$ cat config.mk
export PLATFORM = sky130hd
export DESIGN_NAME = acfm_regs
export DESIGN_NICKNAME = d
export VERILOG_FILES = /design/src/acfm_pkg.sv /design/src/acfm_clip_chan.sv /design/src/acfm_regs.sv
export SDC_FILE = /design/constraint.sdc
export NUM_CORES = 1
export LEC_CHECK = 0
export CELL_PAD_IN_SITES_DETAIL_PLACEMENT = 1
export CELL_PAD_IN_SITES_GLOBAL_PLACEMENT = 2
export CORE_MARGIN = 2
export CORE_UTILIZATION = 35
export CTS_CLUSTER_DIAMETER = 40
export DETAILED_ROUTE_END_ITERATION = 8
export DONT_BUFFER_PORTS = 1
export PLACE_DENSITY_LB_ADDON = 0.3
export SYNTH_ARGS = -nofsm -noshare
export SYNTH_HDL_FRONTEND = slang
export SYNTH_SLANG_ARGS = --single-unit
$ cat constraint.sdc
create_clock -name i_mclk -period 3 [get_ports i_mclk]
set_input_delay 0.45 -clock i_mclk [delete_from_list [all_inputs] [get_ports i_mclk]]
set_output_delay 0.45 -clock i_mclk [all_outputs]
set_load 0.005 [all_outputs]
$ cat src/acfm_pkg.sv
// Purpose: Constants and carrier types for the amplifier clip/fault register bank
// Assumes: 8-bit register port with 8-bit addresses
// Notes:   Offsets and reset values match the register map
package acfm_pkg;

  localparam int                  ACFM_AW = 8;
  localparam int                  ACFM_DW = 8;
  localparam int                  ACFM_THR_W = 8;

  localparam logic [ACFM_AW-1:0]  ACFM_ADR_DIAG_LO  = 8'h1e;
  localparam logic [ACFM_AW-1:0]  ACFM_ADR_DIAG_HI  = 8'h1d;
  localparam logic [ACFM_AW-1:0]  ACFM_ADR_FAULT    = 8'h21;
  localparam logic [ACFM_AW-1:0]  ACFM_ADR_CLIPCTL  = 8'h22;
  localparam logic [ACFM_AW-1:0]  ACFM_ADR_CLIPTHR  = 8'h23;
  localparam logic [ACFM_AW-1:0]  ACFM_ADR_CLIPFLG  = 8'h24;
  localparam logic [ACFM_AW-1:0]  ACFM_ADR_ILIM     = 8'h25;
  localparam logic [ACFM_AW-1:0]  ACFM_ADR_MISC4    = 8'h26;

  localparam logic [ACFM_DW-1:0]  ACFM_RST_FAULT    = 8'h00;
  localparam logic [ACFM_DW-1:0]  ACFM_RST_CLIPCTL  = 8'h01;
  localparam logic [ACFM_DW-1:0]  ACFM_RST_CLIPTHR  = 8'h14;
  localparam logic [ACFM_DW-1:0]  ACFM_RST_MISC4    = 8'h40;
  localparam logic [ACFM_DW-1:0]  ACFM_ZERO         = 8'h00;

  // Field positions
  localparam int                  ACFM_B_CLRFLT     = 7;
  localparam int                  ACFM_B_PFLIP      = 6;
  localparam int                  ACFM_B_OTAUTO     = 3;
  localparam int                  ACFM_B_CLIPEN     = 0;
  localparam int                  ACFM_B_NOLATCH    = 1;
  localparam int                  ACFM_B_ROUTE      = 2;
  localparam int                  ACFM_B_BCKINV     = 3;
  localparam int                  ACFM_HPF_HI       = 2;
  // Writable masks: fault bits 7,6,5,4,3; clip ctl bits 2..0; misc4 all
  localparam logic [ACFM_DW-1:0]  ACFM_WM_FAULT     = 8'hf8;
  localparam logic [ACFM_DW-1:0]  ACFM_WM_CLIPCTL   = 8'h07;

  typedef struct packed {
    logic               wr;
    logic               rd;
    logic [ACFM_AW-1:0] addr;
    logic [ACFM_DW-1:0] wdata;
  } acfm_req_t;

  typedef struct packed {
    logic       parallel_bridge_source_flip;
    logic       thermal_shutdown_auto_restart;
    logic       bit_clock_phase_invert;
    logic [2:0] highpass_cutoff_select;
  } acfm_cfg_t;

endpackage : acfm_pkg

$ cat src/acfm_clip_chan.sv
// Purpose: Per-channel clip counter and flag
// Assumes: Period strobe and full-duty level come from the PWM monitor on the i_mclk clock
// Notes:   Flag sets when the run of full-duty periods reaches the threshold
`timescale 1ns/1ps
`default_nettype none
module acfm_clip_chan
  import acfm_pkg::*;
#(
  parameter int THR_W = ACFM_THR_W
) (
  input  wire logic             i_mclk,
  input  wire logic             i_rstn,
  input  wire logic             i_enable,
  input  wire logic             i_latch,
  input  wire logic             i_clear,
  input  wire logic             i_period,
  input  wire logic             i_full_duty,
  input  wire logic [THR_W-1:0] i_threshold,
  output logic                  o_clip,
  output logic                  o_flag
);

  logic [THR_W-1:0] run_q;
  logic [THR_W-1:0] run_d;
  logic             flag_q;
  logic             flag_d;
  logic             at_max;
  logic             reached;

  assign at_max  = &run_q;
  // Run count reaches threshold on a full-duty period
  assign reached = i_enable && i_period && i_full_duty
                   && ({1'b0, run_q} + {{THR_W{1'b0}}, 1'b1}) >= {1'b0, i_threshold};
  assign run_d   = !i_enable ? '0 :
                   !i_period ? run_q :
                   !i_full_duty ? '0 :
                   at_max ? run_q : run_q + 1'b1;
  assign o_clip  = i_enable && (run_q >= i_threshold) && (i_threshold != '0 || i_full_duty);

  // Latched flag holds until clear; set wins over clear
  assign flag_d  = reached ? 1'b1 :
                   i_latch ? (flag_q && !i_clear) :
                   o_clip;

  always_ff @(posedge i_mclk or negedge i_rstn) begin
    if (!i_rstn) begin
      run_q  <= '0;
      flag_q <= 1'b0;
    end else begin
      run_q  <= run_d;
      flag_q <= flag_d;
    end
  end

  assign o_flag = flag_q;

endmodule : acfm_clip_chan
`default_nettype wire

$ cat src/acfm_regs.sv
// Purpose: Clip, fault and miscellaneous control register bank of a two-channel amplifier
// Assumes: Register port is the documented control port on the same clock as i_mclk
// Notes:   Pin-sourced status inputs pass three-flop synchronisers
`timescale 1ns/1ps
`default_nettype none
module acfm_regs
  import acfm_pkg::*;
#(
  parameter int NCH = 2
) (
  input  wire logic               i_mclk,
  input  wire logic               i_rstn,
  input  wire acfm_req_t          i_req,
  output logic [ACFM_DW-1:0]      o_rdata,
  output logic                    o_ack,
  input  wire logic               i_clip_mask,
  input  wire logic [NCH-1:0]     i_pwm_period,
  input  wire logic [NCH-1:0]     i_pwm_full_duty,
  input  wire logic [NCH-1:0]     i_current_limiting,
  input  wire logic               i_thermal_shutdown,
  input  wire logic [15:0]        i_ac_diag_second_result,
  output logic                    o_warn_n,
  output logic                    o_fault_clear,
  output logic                    o_thermal_shutdown_hold,
  output acfm_cfg_t               o_cfg
);

  logic [ACFM_DW-1:0] fault_q;
  logic [ACFM_DW-1:0] clipctl_q;
  logic [ACFM_DW-1:0] clipthr_q;
  logic [ACFM_DW-1:0] misc4_q;
  logic [ACFM_DW-1:0] rdata_q;
  logic               clear_q;
  logic               ack_q;
  logic               ot_hold_q;
  logic               ot_hold_d;
  logic               warn_q;
  logic [NCH-1:0]     ilim_s1_q;
  logic [NCH-1:0]     ilim_s2_q;
  logic [NCH-1:0]     ilim_s3_q;
  logic [NCH-1:0]     ilim_q;
  logic [2:0]         ot_sync_q;
  logic               ot_q;
  logic [15:0]        diag_q;

  logic               wr_fault;
  logic               wr_clipctl;
  logic               wr_clipthr;
  logic               wr_misc4;
  logic               clip_enable;
  logic               clip_latch;
  logic               route_both;
  logic [NCH-1:0]     clip_flag;
  logic [ACFM_DW-1:0] rdata_d;
  logic [ACFM_DW-1:0] flag_word;
  logic [ACFM_DW-1:0] ilim_word;
  logic               warn_d;

  assign wr_fault    = i_req.wr && (i_req.addr == ACFM_ADR_FAULT);
  assign wr_clipctl  = i_req.wr && (i_req.addr == ACFM_ADR_CLIPCTL);
  assign wr_clipthr  = i_req.wr && (i_req.addr == ACFM_ADR_CLIPTHR);
  assign wr_misc4    = i_req.wr && (i_req.addr == ACFM_ADR_MISC4);

  assign clip_enable = clipctl_q[ACFM_B_CLIPEN];
  assign clip_latch  = !clipctl_q[ACFM_B_NOLATCH];
  assign route_both  = !clipctl_q[ACFM_B_ROUTE];

  // Control registers
  always_ff @(posedge i_mclk or negedge i_rstn) begin
    if (!i_rstn) begin
      fault_q   <= ACFM_RST_FAULT;
      clipctl_q <= ACFM_RST_CLIPCTL;
      clipthr_q <= ACFM_RST_CLIPTHR;
      misc4_q   <= ACFM_RST_MISC4;
      clear_q   <= 1'b0;
    end else begin
      clear_q <= wr_fault && i_req.wdata[ACFM_B_CLRFLT];
      if (wr_fault) begin
        // Strobe bit self-clears so it reads back zero
        fault_q <= i_req.wdata & ACFM_WM_FAULT & ~(ACFM_DW'(1) << ACFM_B_CLRFLT);
      end
      if (wr_clipctl) begin
        clipctl_q <= i_req.wdata & ACFM_WM_CLIPCTL;
      end
      if (wr_clipthr) begin
        clipthr_q <= i_req.wdata;
      end
      if (wr_misc4) begin
        misc4_q <= i_req.wdata;
      end
    end
  end

  // Pin-sourced status: three flops, change accepted when stages two and three agree
  always_ff @(posedge i_mclk or negedge i_rstn) begin
    if (!i_rstn) begin
      ilim_s1_q <= '0;
      ilim_s2_q <= '0;
      ilim_s3_q <= '0;
      ilim_q    <= '0;
      ot_sync_q <= '0;
      ot_q      <= 1'b0;
    end else begin
      ilim_s1_q <= i_current_limiting;
      ilim_s2_q <= ilim_s1_q;
      ilim_s3_q <= ilim_s2_q;
      ilim_q    <= (ilim_s2_q & ilim_s3_q) | (ilim_q & (ilim_s2_q | ilim_s3_q));
      ot_sync_q <= {ot_sync_q[1:0], i_thermal_shutdown};
      if (ot_sync_q[1] == ot_sync_q[2]) begin
        ot_q <= ot_sync_q[2];
      end
    end
  end

  // Thermal shutdown hold: latched until clear, or follows condition in auto mode
  assign ot_hold_d = ot_q ? 1'b1 :
                     fault_q[ACFM_B_OTAUTO] ? 1'b0 :
                     (ot_hold_q && !clear_q);

  always_ff @(posedge i_mclk or negedge i_rstn) begin
    if (!i_rstn) begin
      ot_hold_q <= 1'b0;
      warn_q    <= 1'b0;
      diag_q    <= '0;
    end else begin
      ot_hold_q <= ot_hold_d;
      warn_q    <= warn_d;
      diag_q    <= i_ac_diag_second_result;
    end
  end

  genvar ch;
  generate
    for (ch = 0; ch < NCH; ch++) begin : g_chan
      acfm_clip_chan #(
        .THR_W(ACFM_THR_W)
      ) u_chan (
        .i_mclk     (i_mclk),
        .i_rstn     (i_rstn),
        .i_enable   (clip_enable),
        .i_latch    (clip_latch),
        .i_clear    (clear_q),
        .i_period   (i_pwm_period[ch]),
        .i_full_duty(i_pwm_full_duty[ch]),
        .i_threshold(clipthr_q),
        .o_clip     (),
        .o_flag     (clip_flag[ch])
      );
    end
  endgenerate

  // Warning pin: any channel flag, gated by route and mask
  assign warn_d = route_both && !i_clip_mask && (|clip_flag);

  assign flag_word = ACFM_DW'(clip_flag);
  assign ilim_word = ACFM_DW'(ilim_q);

  // Read mux; unmapped addresses read zero
  assign rdata_d = (i_req.addr == ACFM_ADR_DIAG_LO) ? diag_q[7:0] :
                   (i_req.addr == ACFM_ADR_DIAG_HI) ? diag_q[15:8] :
                   (i_req.addr == ACFM_ADR_FAULT)   ? fault_q :
                   (i_req.addr == ACFM_ADR_CLIPCTL) ? clipctl_q :
                   (i_req.addr == ACFM_ADR_CLIPTHR) ? clipthr_q :
                   (i_req.addr == ACFM_ADR_CLIPFLG) ? flag_word :
                   (i_req.addr == ACFM_ADR_ILIM)    ? ilim_word :
                   (i_req.addr == ACFM_ADR_MISC4)   ? misc4_q : ACFM_ZERO;

  always_ff @(posedge i_mclk or negedge i_rstn) begin
    if (!i_rstn) begin
      rdata_q <= ACFM_ZERO;
      ack_q   <= 1'b0;
    end else begin
      ack_q <= i_req.wr || i_req.rd;
      if (i_req.rd) begin
        rdata_q <= rdata_d;
      end
    end
  end

  assign o_rdata                              = rdata_q;
  assign o_ack                                = ack_q;
  assign o_warn_n                             = !warn_q;
  assign o_fault_clear                        = clear_q;
  assign o_thermal_shutdown_hold              = ot_hold_q;
  assign o_cfg.parallel_bridge_source_flip    = fault_q[ACFM_B_PFLIP];
  assign o_cfg.thermal_shutdown_auto_restart  = fault_q[ACFM_B_OTAUTO];
  assign o_cfg.bit_clock_phase_invert         = misc4_q[ACFM_B_BCKINV];
  assign o_cfg.highpass_cutoff_select         = misc4_q[ACFM_HPF_HI:0];

endmodule : acfm_regs
`default_nettype wire

Yosys cells after proc, flatten, opt, wreduce, memory -nomap -nowiden
Index checks and enable logic that the tools add are counted.
Word-level totals
  register bits after elaboration: 81
  input bits: 44
  output and inout bits: 18
Operators by class
  $add $sub $neg: 4
  magnitude comparators: 4
  equality and inequality tests: 13
  mux-type cells: 22
  bitwise gates (word level): 4
  reduce and logical (&&, ||, !) cells: 33
Operators by type and width (number)
  $mux 8: 16
  $eq 8x6->1 const B: 6
  $logic_and 1x1->1: 20
  $add 8x1->9 const B: 2
  $ge 9x8->1: 2
  $add 8x1->8 const B: 2
  $eq 8x5->1 const B: 2
  $ge 8x8->1: 2
  $reduce_and 8->1: 2
  $reduce_bool 8->1: 1
  $mux 1: 6
  $ne 3x3->1 const B: 2
  $and 2x2->2: 2
  $logic_not 1->1: 4
  $ne 2x2->1 const B: 2
  $or 2x2->2: 2
  $reduce_and 2->1: 2
  $logic_or 1x1->1: 3
  $reduce_or 2->1: 1
  $eq 1x1->1: 1

Logic depth before layout (Yosys ltp)
Gate-level depths: netlist (run 1).
  depth after elaboration: 9
  mapped depth: 9
  gate-level depth less buffers: 9

Cells and area by module
A second synthesis (run 1) with hierarchy kept.
Second synthesis, totals
  cell total of the unflattened synthesis: 415
  area, all modules: 4476.8 sq um
Modules (own cells, without submodules)
  acfm_regs: instances 1, cells an instance 199, area an instance 2637.5 sq um, seq. area each 1581.5 sq um
  acfm_clip_chan: instances 2, cells an instance 108, area an instance 919.6 sq um, seq. area each 225.2 sq um

Worst setup path after synthesis (run 1)
Ideal clock, no wire load.
  path type: flip-flop to flip-flop
  start: register g_chan[0].u_chan.run_q[0]
  end: register g_chan[0].u_chan.flag_q
  library setup time: 0.140 ns
  arrival: 2.035 ns
  setup slack: 0.825 ns
  stages on the path, launching flop included: 10
  path buffers: 0
  clock period less this slack: 2.175 ns
  cell sequence: dfrtp_1 -> ha_1 -> and4_1 -> nand2_1 -> xnor2_1 -> ha_1 -> nor2b_1 -> or4_1 -> o21ai_0 -> o211ai_1
Between the ends
  word-level cells in the longest chain between the ends: 5
  elaborated cells on any way between the ends: 8
  those cells by class: add/sub: 1; order compare: 2; mux: 2; reduce/logical: 3
Ends and longest elaborated chain
  from (decl): line acfm_clip_chan.sv:23  | logic [THR_W-1:0] run_q;
  from (signal assigned): line acfm_clip_chan.sv:50  | run_q <= run_d;
  parallel branches: the longest is 4 deep, another holds $add 8x1->9
  $mux 1 (*): line acfm_clip_chan.sv:41  | assign flag_d = reached ? 1'b1 :
  named net g_chan[0].u_chan.flag_d: line acfm_clip_chan.sv:26  | logic flag_d;
  to (signal assigned): line acfm_clip_chan.sv:51  | flag_q <= flag_d;
  to (decl): line acfm_clip_chan.sv:25  | logic flag_q;
Mark *: on every way through the listed nets, which the timed path passes.
A chain may end at the register's enable or synchronous reset.

Final worst setup path (run 1)
  start: register g_chan[0].u_chan.run_q[1]
  end: register g_chan[0].u_chan.flag_q
The elaborated chain is that of the path after synthesis.

==> impl_results.rst, run 1 <==
.. list-table::
   :header-rows: 1

   * - Metric
     - Value
   * - RSZ-0062 raised after global routing
     - false
   * - Yosys warnings
     - 0
   * - Effective utilization at floorplan
     - between 30% and 40%
   * - Number of distinct library cell variants in the gate-level netlist after synthesis
     - 53
   * - Most frequently used cell type in the post-synthesis netlist
     - dfrtp_1
   * - DRT iter0 DRCs
     - 110
   * - Worst stage delay on the critical path
     - approximately 0.42 ns
   * - Residual antenna-violating net count after detailed routing
     - 0
   * - Final global-route overflow total
     - 0
   * - Footprint of the flip-flops and latches
     - between 2000 and 2500 µm²
   * - Via count normalized by instance count
     - 5.55
   * - Final nets
     - 465
   * - Final period util
     - between 80 and 90%
   * - Final total negative setup slack
     - 0 ns
   * - Fillers
     - roughly 1300
   * - Final routed wire length divided by cell count
     - between 15 and 20 µm
   * - Via count
     - 2991
   * - Worst hold path type
     - input port to asynchronous set/reset pin
   * - Maximum achievable frequency
     - around 0.41 GHz
   * - Final worst setup slack
     - about 0.54 ns
   * - Worst-case reg-to-reg path depth
     - 9
   * - Clock network latency to the later pin of the worst-skew pair
     - between 0.3 and 0.4 ns
   * - Fin Hold WS
     - -0.0184 ns
   * - Number of global-route vias before repair
     - around 3200
   * - Number of clock sinks
     - between 80 and 90
   * - Worst clock skew on the final layout
     - ~0.011 ns
   * - Most frequently used flop master after synthesis
     - dfrtp_1
   * - GP Congestion
     - around 0.78
   * - Maximum fanout along the worst path
     - 5
   * - Die Outline Area
     - between 10000 and 15000 µm²
   * - Post-CTS setup-driven buffer insertion count
     - 0
   * - Largest area contributor in the netlist
     - dfrtp_1
   * - Gate count of the mapped netlist
     - around 400
   * - Count of TritonRoute iterations in the first routing pass
     - 4
   * - Arr. time, crit path
     - ~2.7 ns
   * - Area Growth Syn to Fin
     - 10.4%
   * - Die boundary height
     - around 110 µm
   * - Dpl ws
     - ~0.55 ns
   * - Endpoint of the lowest-slack register-to-register path
     - g_chan[0].u_chan.o_flag$_DFF_PN0_
   * - Share of the synthesized area in the top cell type
     - between 40 and 50%
   * - Top area cells in the synthesized netlist
     - dfrtp_1 45%, ha_1 9.9%, mux2_2 6.1%, dfstp_2 2.5%, o21ai_0 2.5%
   * - Number of antenna violations at the first check in global routing
     - 0
   * - Total clock buffers created by CTS
     - 9
   * - Count of inserted antenna diode cells
     - 0
   * - Worst slew margin
     - 51.0%
   * - CP most frequent cell
     - ha_1
   * - Port Buffer Count
     - 0
   * - Per-instance average area after synthesis
     - between 10 and 15 µm²
   * - Violations in the final reports
     - negative hold slack
   * - Type of the worst setup path
     - register to register
   * - GRT Overall Usage
     - between 15 and 20%
   * - Total wire length
     - between 10000 and 15000 µm
   * - Clock transition time at the flip-flop clock pins of the worst setup and hold paths
     - about 0.070 ns
   * - Count of standard-cell rows
     - 40
   * - Worst-margin pin slew
     - around 0.73 ns
   * - CTS resizes
     - 0
   * - Mapped Nets
     - 467
   * - Number of levels the H-tree was split into
     - 3
   * - Final hold viol count
     - 5
   * - Most common library cells after synthesis
     - 77 x dfrtp_1, 34 x ha_1, 23 x mux2_2
   * - Pins Over Slew Limit
     - 0
   * - Worst setup SP type
     - register
   * - Wire length of the first global-routing pass
     - approximately 17000 µm
   * - Critical Path, Cell by Cell
     - ha_1 -> and4_1 -> nand2_1 -> xnor2_1 -> ha_1 -> nor2b_1 -> or4_1 -> o21ai_0 -> o211ai_1
   * - Clock tree from TritonCTS
     - done
   * - DRC violations left
     - 0
   * - Worst-case clock buffer depth
     - 2
   * - Final min period
     - roughly 2.5 ns
   * - Slack of the worst reg-to-reg path
     - around 0.54 ns
   * - Portion of the post-synthesis area used by sequential elements
     - roughly 47%
   * - CTS Root Cell
     - clkbuf_16
   * - Cell area after synthesis
     - 4280 µm²
   * - Ports
     - a little over 60
   * - Proportion of register bits with asynchronous set or reset after synthesis
     - 100%
   * - Register bit total from synthesis
     - 81
   * - Fraction of layout cells with a size suffix above 1
     - between 10 and 15%
   * - Detail Placement HPWL
     - between 7000 and 8000 µm
   * - Endpoint kind of the worst setup timing path
     - register
   * - Area of combinational cells with multiple inputs
     - around 2100 µm²
   * - Post-CTS Hold Fix Bufs
     - 1
   * - Power density over the cells
     - around 530 nW/µm²
   * - Worst-case vdd ir drop
     - 0.359 mV
   * - Buffers plus inverters on the worst setup path
     - 0
   * - EDFF count, synth
     - 0
   * - Maximum number of pins on one net before global-route repair
     - 82
   * - Max Cap Violations
     - 0
   * - Crit Reg-Reg Startpoint
     - g_chan[0].u_chan.run_q[1]$_DFFE_PN0P_
   * - Critical path's slowest cell
     - dfrtp_1
   * - Final Setup Violations
     - 0
   * - Cell family with most CP delay
     - simple AND/OR/NAND/NOR gates
   * - Core region area
     - between 10000 and 15000 µm²
   * - Fin util
     - roughly 40%
   * - Die width
     - roughly 110 µm
   * - Required time of the worst setup path
     - about 3.2 ns
   * - Status
     - finished, violations left
   * - Lkg Pwr
     - 2.10 nW
final cells by class:
class,count,share of cell area (%)
multi-input combinational,271,44.1
sequential,81,43.0
clock buffer,9,4.77
tap,147,3.90
inverter,21,1.67
clock inverter,7,1.64
timing repair buffer,3,0.901
metrics by stage:
step	power [mW]	hold WS (ns)	std cells	cell area (µm²)
after floorplan	1.33	0.154	389	4280
after global placement	1.36	0.159	522	4390
after detailed placement	1.36	0.159	522	4390
after CTS	2.52	0.0129	539	4720
after global routing	2.59	0.00597	539	4720
final	2.48	-0.0184	539	4720
cells by family after synthesis:
group	synth area share, %
and+or+nand+nor	14.5
DFF	47.5
xor gates and xnor gates	2.46
AOI/OAI and AO/OA	14.3
adders and majority gates	10.6
muxes	6.76
buffers and inverters	3.86
per-layer routing:
| layer | vias up | track usage, % | share of wire, % |
|---|---|---|---|
| met2 | 44 | 26.9 | 47 |
| li1 | 1427 | - | - |
| met1 | 1507 | 22.2 | 47 |
| met3 | 13 | 5.45 | 5.0 |
| met4 | 0 | 5.04 | 1.2 |
| met5 | - | 0 | 0 |
placed cells by master, fill, tap and decap left out, types with 4 or more instances in the layout:
master and count:
mux2_2 23, dfrtp_1 77, and3_1 7, o2111ai_1 4
nand4_1 4, a22o_1 7, a31oi_1 4, dfstp_2 4
nor3_1 4, a22oi_1 8, inv_1 21, nand2b_1 12
nand3_1 13, o21ai_0 21, nor2b_1 7, nor2_1 14
ha_1 34, xnor2_1 8, clkbuf_16 9, a21oi_1 17
xor2_1 4, o221ai_1 4, o2bb2ai_1 4, o211ai_1 4
nand2_1 21, o22ai_1 4
flip-flops by register name (all words and copies together), names as in the netlist:
register                 count
clipctl_q                    3
clipthr_q                    8
diag_q                      16
fault_q                      4
g_chan.u_chan.o_flag         2
g_chan.u_chan.run_q         16
ilim_q                       2
ilim_s1_q                    2
ilim_s2_q                    2
ilim_s3_q                    2
misc4_q                      8
o_ack                        1
o_fault_clear                1
o_rdata                      8
o_thermal_shutdown_hold      1
ot_q                         1
ot_sync_q                    3
warn_q                       1
power by group:
group	switching (mW)	internal [mW]	leakage [nW]	total, mW
combinational	0.0970	0.0724	0.918	0.169
sequential	0.0471	1.15	1.03	1.20
clock	0.462	0.652	0.146	1.11
total	0.606	1.88	2.10	2.48
worst register-to-register path, cell delays in order, from the launching register on:
cell      delay (ns)
dfrtp_1         0.42
ha_1            0.29
and4_1          0.27
nand2_1         0.09
xnor2_1         0.15
ha_1            0.30
nor2b_1         0.14
or4_1           0.39
o21ai_0         0.18
o211ai_1        0.11
worst max path at each step:
stage | cells past startpoint | slack (ns) | endpoint | startpoint
floorplan | 9 | 0.83 | g_chan[0].u_chan.o_flag$_DFF_PN0_ | g_chan[0].u_chan.run_q[0]$_DFFE_PN0P_
global placement | 9 | 0.68 | g_chan[0].u_chan.o_flag$_DFF_PN0_ | g_chan[0].u_chan.run_q[1]$_DFFE_PN0P_
detailed placement | 9 | 0.55 | g_chan[0].u_chan.o_flag$_DFF_PN0_ | g_chan[0].u_chan.run_q[1]$_DFFE_PN0P_
CTS | 9 | 0.53 | g_chan[0].u_chan.o_flag$_DFF_PN0_ | g_chan[0].u_chan.run_q[0]$_DFFE_PN0P_
global route | 9 | 0.33 | g_chan[0].u_chan.o_flag$_DFF_PN0_ | g_chan[0].u_chan.run_q[1]$_DFFE_PN0P_
finish | 9 | 0.54 | g_chan[0].u_chan.o_flag$_DFF_PN0_ | g_chan[0].u_chan.run_q[1]$_DFFE_PN0P_
Power figures use the tool's default switching activity.
==> run 2: changes to the inputs <==
==> constraint.sdc (replaced) <==
create_clock -name i_mclk -period 2.5 [get_ports i_mclk]
set_input_delay 0.375 -clock i_mclk [delete_from_list [all_inputs] [get_ports i_mclk]]
set_output_delay 0.375 -clock i_mclk [all_outputs]
set_load 0.005 [all_outputs]
==> impl_results.rst, run 2 (synthesized netlist as in run 1, its figures left out) <==
.. list-table::
   :header-rows: 1

   * - Metric
     - Value
   * - Die width
     - 115 µm (unchanged)
   * - Final routed wire length divided by cell count
     - 19.7 µm (was 19.3 µm)
   * - Maximum achievable frequency
     - 0.428 GHz (was 0.406 GHz)
   * - Lkg Pwr
     - 2.14 nW (was 2.10 nW)
   * - Worst stage delay on the critical path
     - 0.44 ns (was 0.42 ns)
   * - Detail Placement HPWL
     - 8020 µm (was 7840 µm)
   * - End of the worst hold path
     - diag_q[15]$_DFF_PN0_
   * - Count of inserted antenna diode cells
     - 0 (unchanged)
   * - Post-CTS setup-driven buffer insertion count
     - 0 (unchanged)
   * - Via count normalized by instance count
     - 5.60 (was 5.55)
   * - DRT iter0 DRCs
     - 89 (was 110)
   * - Critical Path, Cell by Cell
     - ha_1 -> and4_1 -> nand2_1 -> xnor2_1 -> ha_1 -> a21oi_1 -> nand3b_1 -> o221ai_1 -> o211ai_1 (was ha_1 -> and4_1 -> nand2_1 -> xnor2_1 -> ha_1 -> nor2b_1 -> or4_1 -> o21ai_0 -> o211ai_1)
   * - Type of the worst setup path
     - register to register (unchanged)
   * - Core region area
     - 12000 µm² (unchanged)
   * - Final total negative setup slack
     - 0 ns (unchanged)
   * - Worst-case vdd ir drop
     - 0.430 mV (was 0.359 mV)
   * - Wire length of the first global-routing pass
     - 17500 µm (was 17000 µm)
   * - Effective utilization at floorplan
     - 35.8% (unchanged)
   * - Number of levels the H-tree was split into
     - 3 (unchanged)
   * - Total wire length
     - 10800 µm (was 10400 µm)
   * - Worst slew margin
     - 61.5% (was 51.0%)
   * - Slack of the worst reg-to-reg path
     - 0.16 ns (was 0.54 ns)
   * - DRC violations left
     - 0 (unchanged)
   * - Count of TritonRoute iterations in the first routing pass
     - 6 (was 4)
   * - Maximum fanout along the worst path
     - 6 (was 5)
   * - Residual antenna-violating net count after detailed routing
     - 0 (unchanged)
   * - Total clock buffers created by CTS
     - 9 (unchanged)
   * - Most utilized layer in the global route result
     - met2 (unchanged)
   * - Critical path's slowest cell
     - dfrtp_1 (unchanged)
   * - Clock network latency to the later pin of the worst-skew pair
     - 0.35 ns (was 0.34 ns)
   * - Final period util
     - 93.5% (was 82.1%)
   * - GRT Overall Usage
     - 17.5% (was 17.0%)
   * - Die Outline Area
     - 13100 µm² (unchanged)
   * - Endpoint kind of the worst setup timing path
     - register (unchanged)
   * - GP Congestion
     - 0.789 (was 0.785)
   * - Final global-route overflow total
     - 0 (unchanged)
   * - Final min period
     - 2.34 ns (was 2.46 ns)
   * - Pins Over Slew Limit
     - 0 (unchanged)
   * - CTS Root Cell
     - clkbuf_16 (unchanged)
   * - Port Buffer Count
     - 0 (unchanged)
   * - GR Layer Usage met3
     - 6.67% (was 5.45%)
   * - Routing usage on met2
     - 27.5% (was 26.9%)
   * - Worst hold path type
     - input port to register (was input port to asynchronous set/reset pin)
   * - Number of clock sinks
     - 81 (unchanged)
   * - Clock tree from TritonCTS
     - done (unchanged)
   * - Worst clock skew on the final layout
     - 0.00477 ns (was 0.0105 ns)
   * - Number of antenna violations at the first check in global routing
     - 0 (unchanged)
   * - Worst-margin pin slew
     - 0.576 ns (was 0.730 ns)
   * - Fraction of layout cells with a size suffix above 1
     - 17.0% (was 14.3%)
   * - Maximum number of pins on one net before global-route repair
     - 82 (unchanged)
   * - Via count
     - 3067 (was 2991)
   * - Crit Reg-Reg Startpoint
     - g_chan[1].u_chan.run_q[0]$_DFFE_PN0P_ (was g_chan[0].u_chan.run_q[1]$_DFFE_PN0P_)
   * - CP most frequent cell
     - ha_1 (unchanged)
   * - Endpoint of the lowest-slack register-to-register path
     - g_chan[1].u_chan.o_flag$_DFF_PN0_ (was g_chan[0].u_chan.o_flag$_DFF_PN0_)
   * - Die boundary height
     - 115 µm (unchanged)
   * - Required time of the worst setup path
     - 2.72 ns (was 3.21 ns)
   * - Power density over the cells
     - 619 nW/µm² (was 526 nW/µm²)
   * - Worst setup SP type
     - register (unchanged)
   * - Cell family with most CP delay
     - adder cells (was simple AND/OR/NAND/NOR gates)
   * - Buffers plus inverters on the worst setup path
     - 0 (unchanged)
   * - Final Setup Violations
     - 0 (unchanged)
   * - Top Registers
     - diag_q (16), g_chan.u_chan.run_q (16) (unchanged)
   * - RSZ-0062 raised after global routing
     - false (unchanged)
   * - Met1 global-route usage
     - 23.0% (was 22.2%)
   * - Clock transition time at the flip-flop clock pins of the worst setup and hold paths
     - 0.07 ns (about the same)
   * - Hold path startpoint
     - i_ac_diag_second_result[15]
   * - Status
     - finished, final reports clean (was finished, violations left)
   * - Count of standard-cell rows
     - 40 (unchanged)
   * - Number of global-route vias before repair
     - 3261 (was 3219)
   * - Ports
     - 62 (unchanged)
   * - Worst-case reg-to-reg path depth
     - 9 (unchanged)
   * - Arr. time, crit path
     - 2.56 ns (was 2.67 ns)
   * - Most common cell after layout, fill and taps aside
     - dfrtp_1 (unchanged)
   * - Hold path depth
     - 0
   * - Area Growth Syn to Fin
     - 12.2% (was 10.4%)
   * - Commonest cells after routing, fill and taps aside
     - 75 x dfrtp_1, 33 x ha_1, 23 x mux2_2 (was 77 x dfrtp_1, 34 x ha_1, 23 x mux2_2)
   * - Fin util
     - 40.1% (was 39.5%)
   * - Worst path depth
     - 9 (unchanged)
   * - Final nets
     - 474 (was 465)
   * - Max Cap Violations
     - 0 (unchanged)
   * - Worst-case clock buffer depth
     - 2 (unchanged)
   * - Final hold viol count
     - 0 (was 5)
[run 2: changes by cell type in the layout (fill, tap and decap cells not counted), sizes merged]
cell and delta:
buf +8, dlygate4sd3 +1, bufinv -1, clkinv -3
clkinvlp -1, inv +5
[run 2: what timing repair did]
| action | in CTS | in global routing |
|---|---|---|
| pin swaps | 0 | 0 |
| resized for setup | 1 | 5 |
| hold buffers | 2 | 0 |
| endpoints found under the hold margin | 81 | 0 |
| setup endpoints to repair | 1 | 1 |
[run 2: worst register-to-register path, cell delays in order (launching register included)]
cell and delay [ns]:
dfrtp_1 0.44, ha_1 0.30, and4_1 0.26, nand2_1 0.13, xnor2_1 0.21, ha_1 0.28, a21oi_1 0.18, nand3b_1 0.10
o221ai_1 0.19, o211ai_1 0.11
[run 2: worst max-delay path by stage]
stage / start / endpoint / slack [ns]
finish: g_chan[1].u_chan.run_q[0]$_DFFE_PN0P_ / g_chan[1].u_chan.o_flag$_DFF_PN0_ / 0.16
global route: g_chan[0].u_chan.run_q[3]$_DFFE_PN0P_ / g_chan[0].u_chan.o_flag$_DFF_PN0_ / 0.01
CTS: g_chan[0].u_chan.run_q[1]$_DFFE_PN0P_ / g_chan[0].u_chan.o_flag$_DFF_PN0_ / 0.0002
detailed placement: g_chan[0].u_chan.run_q[1]$_DFFE_PN0P_ / g_chan[0].u_chan.o_flag$_DFF_PN0_ / 0.05
global placement: g_chan[0].u_chan.run_q[1]$_DFFE_PN0P_ / g_chan[0].u_chan.o_flag$_DFF_PN0_ / 0.17
floorplan: g_chan[0].u_chan.run_q[0]$_DFFE_PN0P_ / g_chan[0].u_chan.o_flag$_DFF_PN0_ / 0.33
[run 2: where the power goes]
group          internal, mW  switching (mW)  leakage (nW)
logic                0.0922           0.125         0.961
clock network         0.705           0.614         0.146
registers              1.38          0.0512          1.03
total                  2.18           0.790          2.14
[run 2: per-stage QoR]
step / hold WS (ns) / instances / setup slack [ns] / instance area, µm² / power (mW)
6_report: 0.0502 / 548 / 0.161 / 4800 / 2.97
5_1_grt: 0.0262 / 548 / 0.0145 / 4800 / 3.11
4_1_cts: 0.0343 / 548 / 0.000233 / 4780 / 3.03
3_5_place_dp: 0.0842 / 530 / 0.0500 / 4450 / 1.64
3_3_place_gp: 0.0843 / 530 / 0.171 / 4450 / 1.64
2_1_floorplan: 0.0794 / 389 / 0.325 / 4280 / 1.59
[run 2: area by class of cell]
| class | instances | area (µm²) |
|---|---|---|
| tap | 147 | 184 |
| clock inverter | 7 | 66.3 |
| timing repair buffer | 12 | 113 |
| fill | 1327 | 7160 |
| sequential | 81 | 2030 |
| inverter | 21 | 78.8 |
| clock buffer | 9 | 225 |
| multi-input combinational | 271 | 2100 |
[run 2: metal layers]
metal | share of wire [%] | wire [µm]
met5 | 0 | 0
met4 | 0.78 | 84
met3 | 5.1 | 550
met2 | 46 | 4990
met1 | 48 | 5140
==> run 3: changes to the inputs <==
==> constraint.sdc (replaced) <==
create_clock -name i_mclk -period 2.2 [get_ports i_mclk]
set_input_delay 0.33 -clock i_mclk [delete_from_list [all_inputs] [get_ports i_mclk]]
set_output_delay 0.33 -clock i_mclk [all_outputs]
set_load 0.005 [all_outputs]
==> impl_results.rst, run 3 (synthesized netlist as in run 1, its figures left out) <==
.. list-table::
   :header-rows: 1

   * - Metric
     - Value
   * - Slack of the worst reg-to-reg path
     - 0.008 ns (was 0.16 ns)
   * - Final total negative setup slack
     - 0 ns (unchanged)
   * - Worst-margin pin slew
     - 0.606 ns (was 0.576 ns)
   * - Power density over the cells
     - 664 nW/µm² (was 619 nW/µm²)
   * - Routing usage on met2
     - 27.1% (was 27.5%)
   * - Maximum fanout along the worst path
     - 2 (was 6)
   * - Final period util
     - 99.6% (was 93.5%)
   * - RSZ-0062 raised after global routing
     - true (was false)
   * - Number of antenna violations at the first check in global routing
     - 0 (unchanged)
   * - Die width
     - 115 µm (unchanged)
   * - Count of TritonRoute iterations in the first routing pass
     - 4 (was 6)
   * - Die boundary height
     - 115 µm (unchanged)
   * - Final routed wire length divided by cell count
     - 19.1 µm (was 19.7 µm)
   * - Wire length of the first global-routing pass
     - 17600 µm (was 17500 µm)
   * - Area Growth Syn to Fin
     - 20.3% (was 12.2%)
   * - Final global-route overflow total
     - 0 (unchanged)
   * - Violations in the final reports
     - negative hold slack
   * - DRT iter0 DRCs
     - 129 (was 89)
   * - Worst-case vdd ir drop
     - 0.390 mV (was 0.430 mV)
   * - Clock transition time at the flip-flop clock pins of the worst setup and hold paths
     - 0.06 ns (was 0.07 ns)
   * - Final worst setup slack
     - 0.00824 ns (was 0.161 ns)
   * - CTS Root Cell
     - clkbuf_16 (unchanged)
   * - Final Setup Violations
     - 0 (unchanged)
   * - Final hold viol count
     - 81 (was 0)
   * - Ports
     - 62 (unchanged)
   * - Lkg Pwr
     - 2.33 nW (was 2.14 nW)
   * - Dpl ws
     - -0.0376 ns (was 0.0500 ns)
   * - Fraction of layout cells with a size suffix above 1
     - 21.3% (was 17.0%)
   * - Maximum number of pins on one net before global-route repair
     - 82 (unchanged)
   * - Port Buffer Count
     - 0 (unchanged)
   * - Fin Hold WS
     - -0.329 ns (was 0.0502 ns)
   * - Maximum achievable frequency
     - 0.456 GHz (was 0.428 GHz)
   * - Number of global-route vias before repair
     - 3343 (was 3261)
   * - Required time of the worst setup path
     - 2.42 ns (was 2.72 ns)
   * - Number of levels the H-tree was split into
     - 3 (unchanged)
   * - GP Congestion
     - 0.786 (was 0.789)
   * - Worst hold path type
     - input port to asynchronous set/reset pin (was input port to register)
   * - Pins Over Slew Limit
     - 0 (unchanged)
   * - Worst clock skew on the final layout
     - 0.00578 ns (was 0.00477 ns)
   * - Met1 global-route usage
     - 23.5% (was 23.0%)
   * - Endpoint kind of the worst setup timing path
     - register (unchanged)
   * - Clock network latency to the later pin of the worst-skew pair
     - 0.35 ns (about the same)
   * - Endpoint of the lowest-slack register-to-register path
     - g_chan[0].u_chan.o_flag$_DFF_PN0_ (was g_chan[1].u_chan.o_flag$_DFF_PN0_)
   * - Crit Reg-Reg Startpoint
     - g_chan[0].u_chan.run_q[0]$_DFFE_PN0P_ (was g_chan[1].u_chan.run_q[0]$_DFFE_PN0P_)
   * - Via count normalized by instance count
     - 5.46 (was 5.60)
   * - Count of standard-cell rows
     - 40 (unchanged)
   * - Fillers
     - 1291 (was 1327)
   * - Arr. time, crit path
     - 2.41 ns (was 2.56 ns)
   * - Count of inserted antenna diode cells
     - 0 (unchanged)
   * - Residual antenna-violating net count after detailed routing
     - 0 (unchanged)
   * - Commonest cells after routing, fill and taps aside
     - 77 x dfrtp_1, 33 x ha_1, 28 x buf_4 (was 75 x dfrtp_1, 33 x ha_1, 23 x mux2_2)
   * - Number of clock sinks
     - 81 (unchanged)
   * - Final nets
     - 509 (was 474)
   * - Worst-case reg-to-reg path depth
     - 9 (unchanged)
   * - Worst setup SP type
     - register (unchanged)
   * - Post-CTS Hold Fix Bufs
     - 19 (was 2)
   * - DRC violations left
     - 0 (unchanged)
   * - Most common cell after layout, fill and taps aside
     - dfrtp_1 (unchanged)
   * - Status
     - finished, violations left (was finished, final reports clean)
   * - Total wire length
     - 11100 µm (was 10800 µm)
   * - Total clock buffers created by CTS
     - 9 (unchanged)
   * - Detail Placement HPWL
     - 8140 µm (was 8020 µm)
   * - Via count
     - 3183 (was 3067)
   * - Most utilized layer in the global route result
     - met2 (unchanged)
   * - Core region area
     - 12000 µm² (unchanged)
   * - Final min period
     - 2.19 ns (was 2.34 ns)
   * - Effective utilization at floorplan
     - 35.8% (unchanged)
   * - GRT Overall Usage
     - 17.6% (was 17.5%)
   * - Top Registers
     - diag_q (16), g_chan.u_chan.run_q (16) (unchanged)
   * - Worst-case clock buffer depth
     - 2 (unchanged)
   * - Max Cap Violations
     - 0 (unchanged)
   * - Clock tree from TritonCTS
     - done (unchanged)
   * - Worst slew margin
     - 59.5% (was 61.5%)
   * - Type of the worst setup path
     - register to register (unchanged)
   * - Die Outline Area
     - 13100 µm² (unchanged)
   * - GR Layer Usage met3
     - 5.19% (was 6.67%)
-- run 3: timing repair --
action                     in CTS  in global routing
gates resized for setup         3                 15
buffers inserted                2                  4
hold endpoints to repair      100                 81
pin swaps                       0                  4
setup endpoints to repair       2                  2
-- run 3: worst max path at each step --
stage                                                      from                                end  slack [ns]  cells after the start
after global placement    g_chan[0].u_chan.run_q[0]$_DFFE_PN0P_  g_chan[0].u_chan.o_flag$_DFF_PN0_        0.01                      9
after CTS                 g_chan[0].u_chan.run_q[0]$_DFFE_PN0P_  g_chan[0].u_chan.o_flag$_DFF_PN0_      -0.002                      9
after detailed placement  g_chan[0].u_chan.run_q[0]$_DFFE_PN0P_  g_chan[0].u_chan.o_flag$_DFF_PN0_       -0.04                      9
after floorplan           g_chan[0].u_chan.run_q[0]$_DFFE_PN0P_  g_chan[0].u_chan.o_flag$_DFF_PN0_        0.03                      9
after global routing      g_chan[0].u_chan.run_q[0]$_DFFE_PN0P_  g_chan[0].u_chan.o_flag$_DFF_PN0_       -0.11                      9
final                     g_chan[0].u_chan.run_q[0]$_DFFE_PN0P_  g_chan[0].u_chan.o_flag$_DFF_PN0_       0.008                      9
-- run 3: area by class of cell --
type	instances	area, µm²	area share [%]
clock inverters	7	76.3	1.48
flip-flops and latches	81	2030	39.5
inverters	21	78.8	1.53
multi-input cells	271	2150	41.8
repair buffers	47	400	7.78
clock buffers	9	225	4.38
well taps	147	184	3.57
-- run 3: per-layer routing --
layer	share of wire [%]	up-vias
li1	-	1507
met1	47	1604
met2	47	56
met3	4.7	16
met4	1.5	0
met5	0	-
-- run 3: through the flow --
step	instances	total power, mW	util [%]	cell area (µm²)
detailed placement	542	1.87	38.0	4540
global placement	542	1.86	38.0	4540
floorplan	389	1.81	-	4280
finish	583	3.42	43.0	5150
global route	583	3.56	43.0	5150
CTS	579	3.45	42.3	5050
-- run 3: worst max-delay path, stage by stage, from the launching register on --
cell,delay [ns]
dfrtp_1,0.36
ha_2,0.19
and4_4,0.25
nand2_4,0.06
xnor2_1,0.14
ha_1,0.29
nor2b_1,0.14
or4_1,0.43
o21ai_2,0.13
o211ai_1,0.09
-- run 3: power by group --
part / switching [mW] / internal, mW
logic: 0.123 / 0.130
registers: 0.0555 / 1.57
clock network: 0.652 / 0.889
total: 0.830 / 2.59
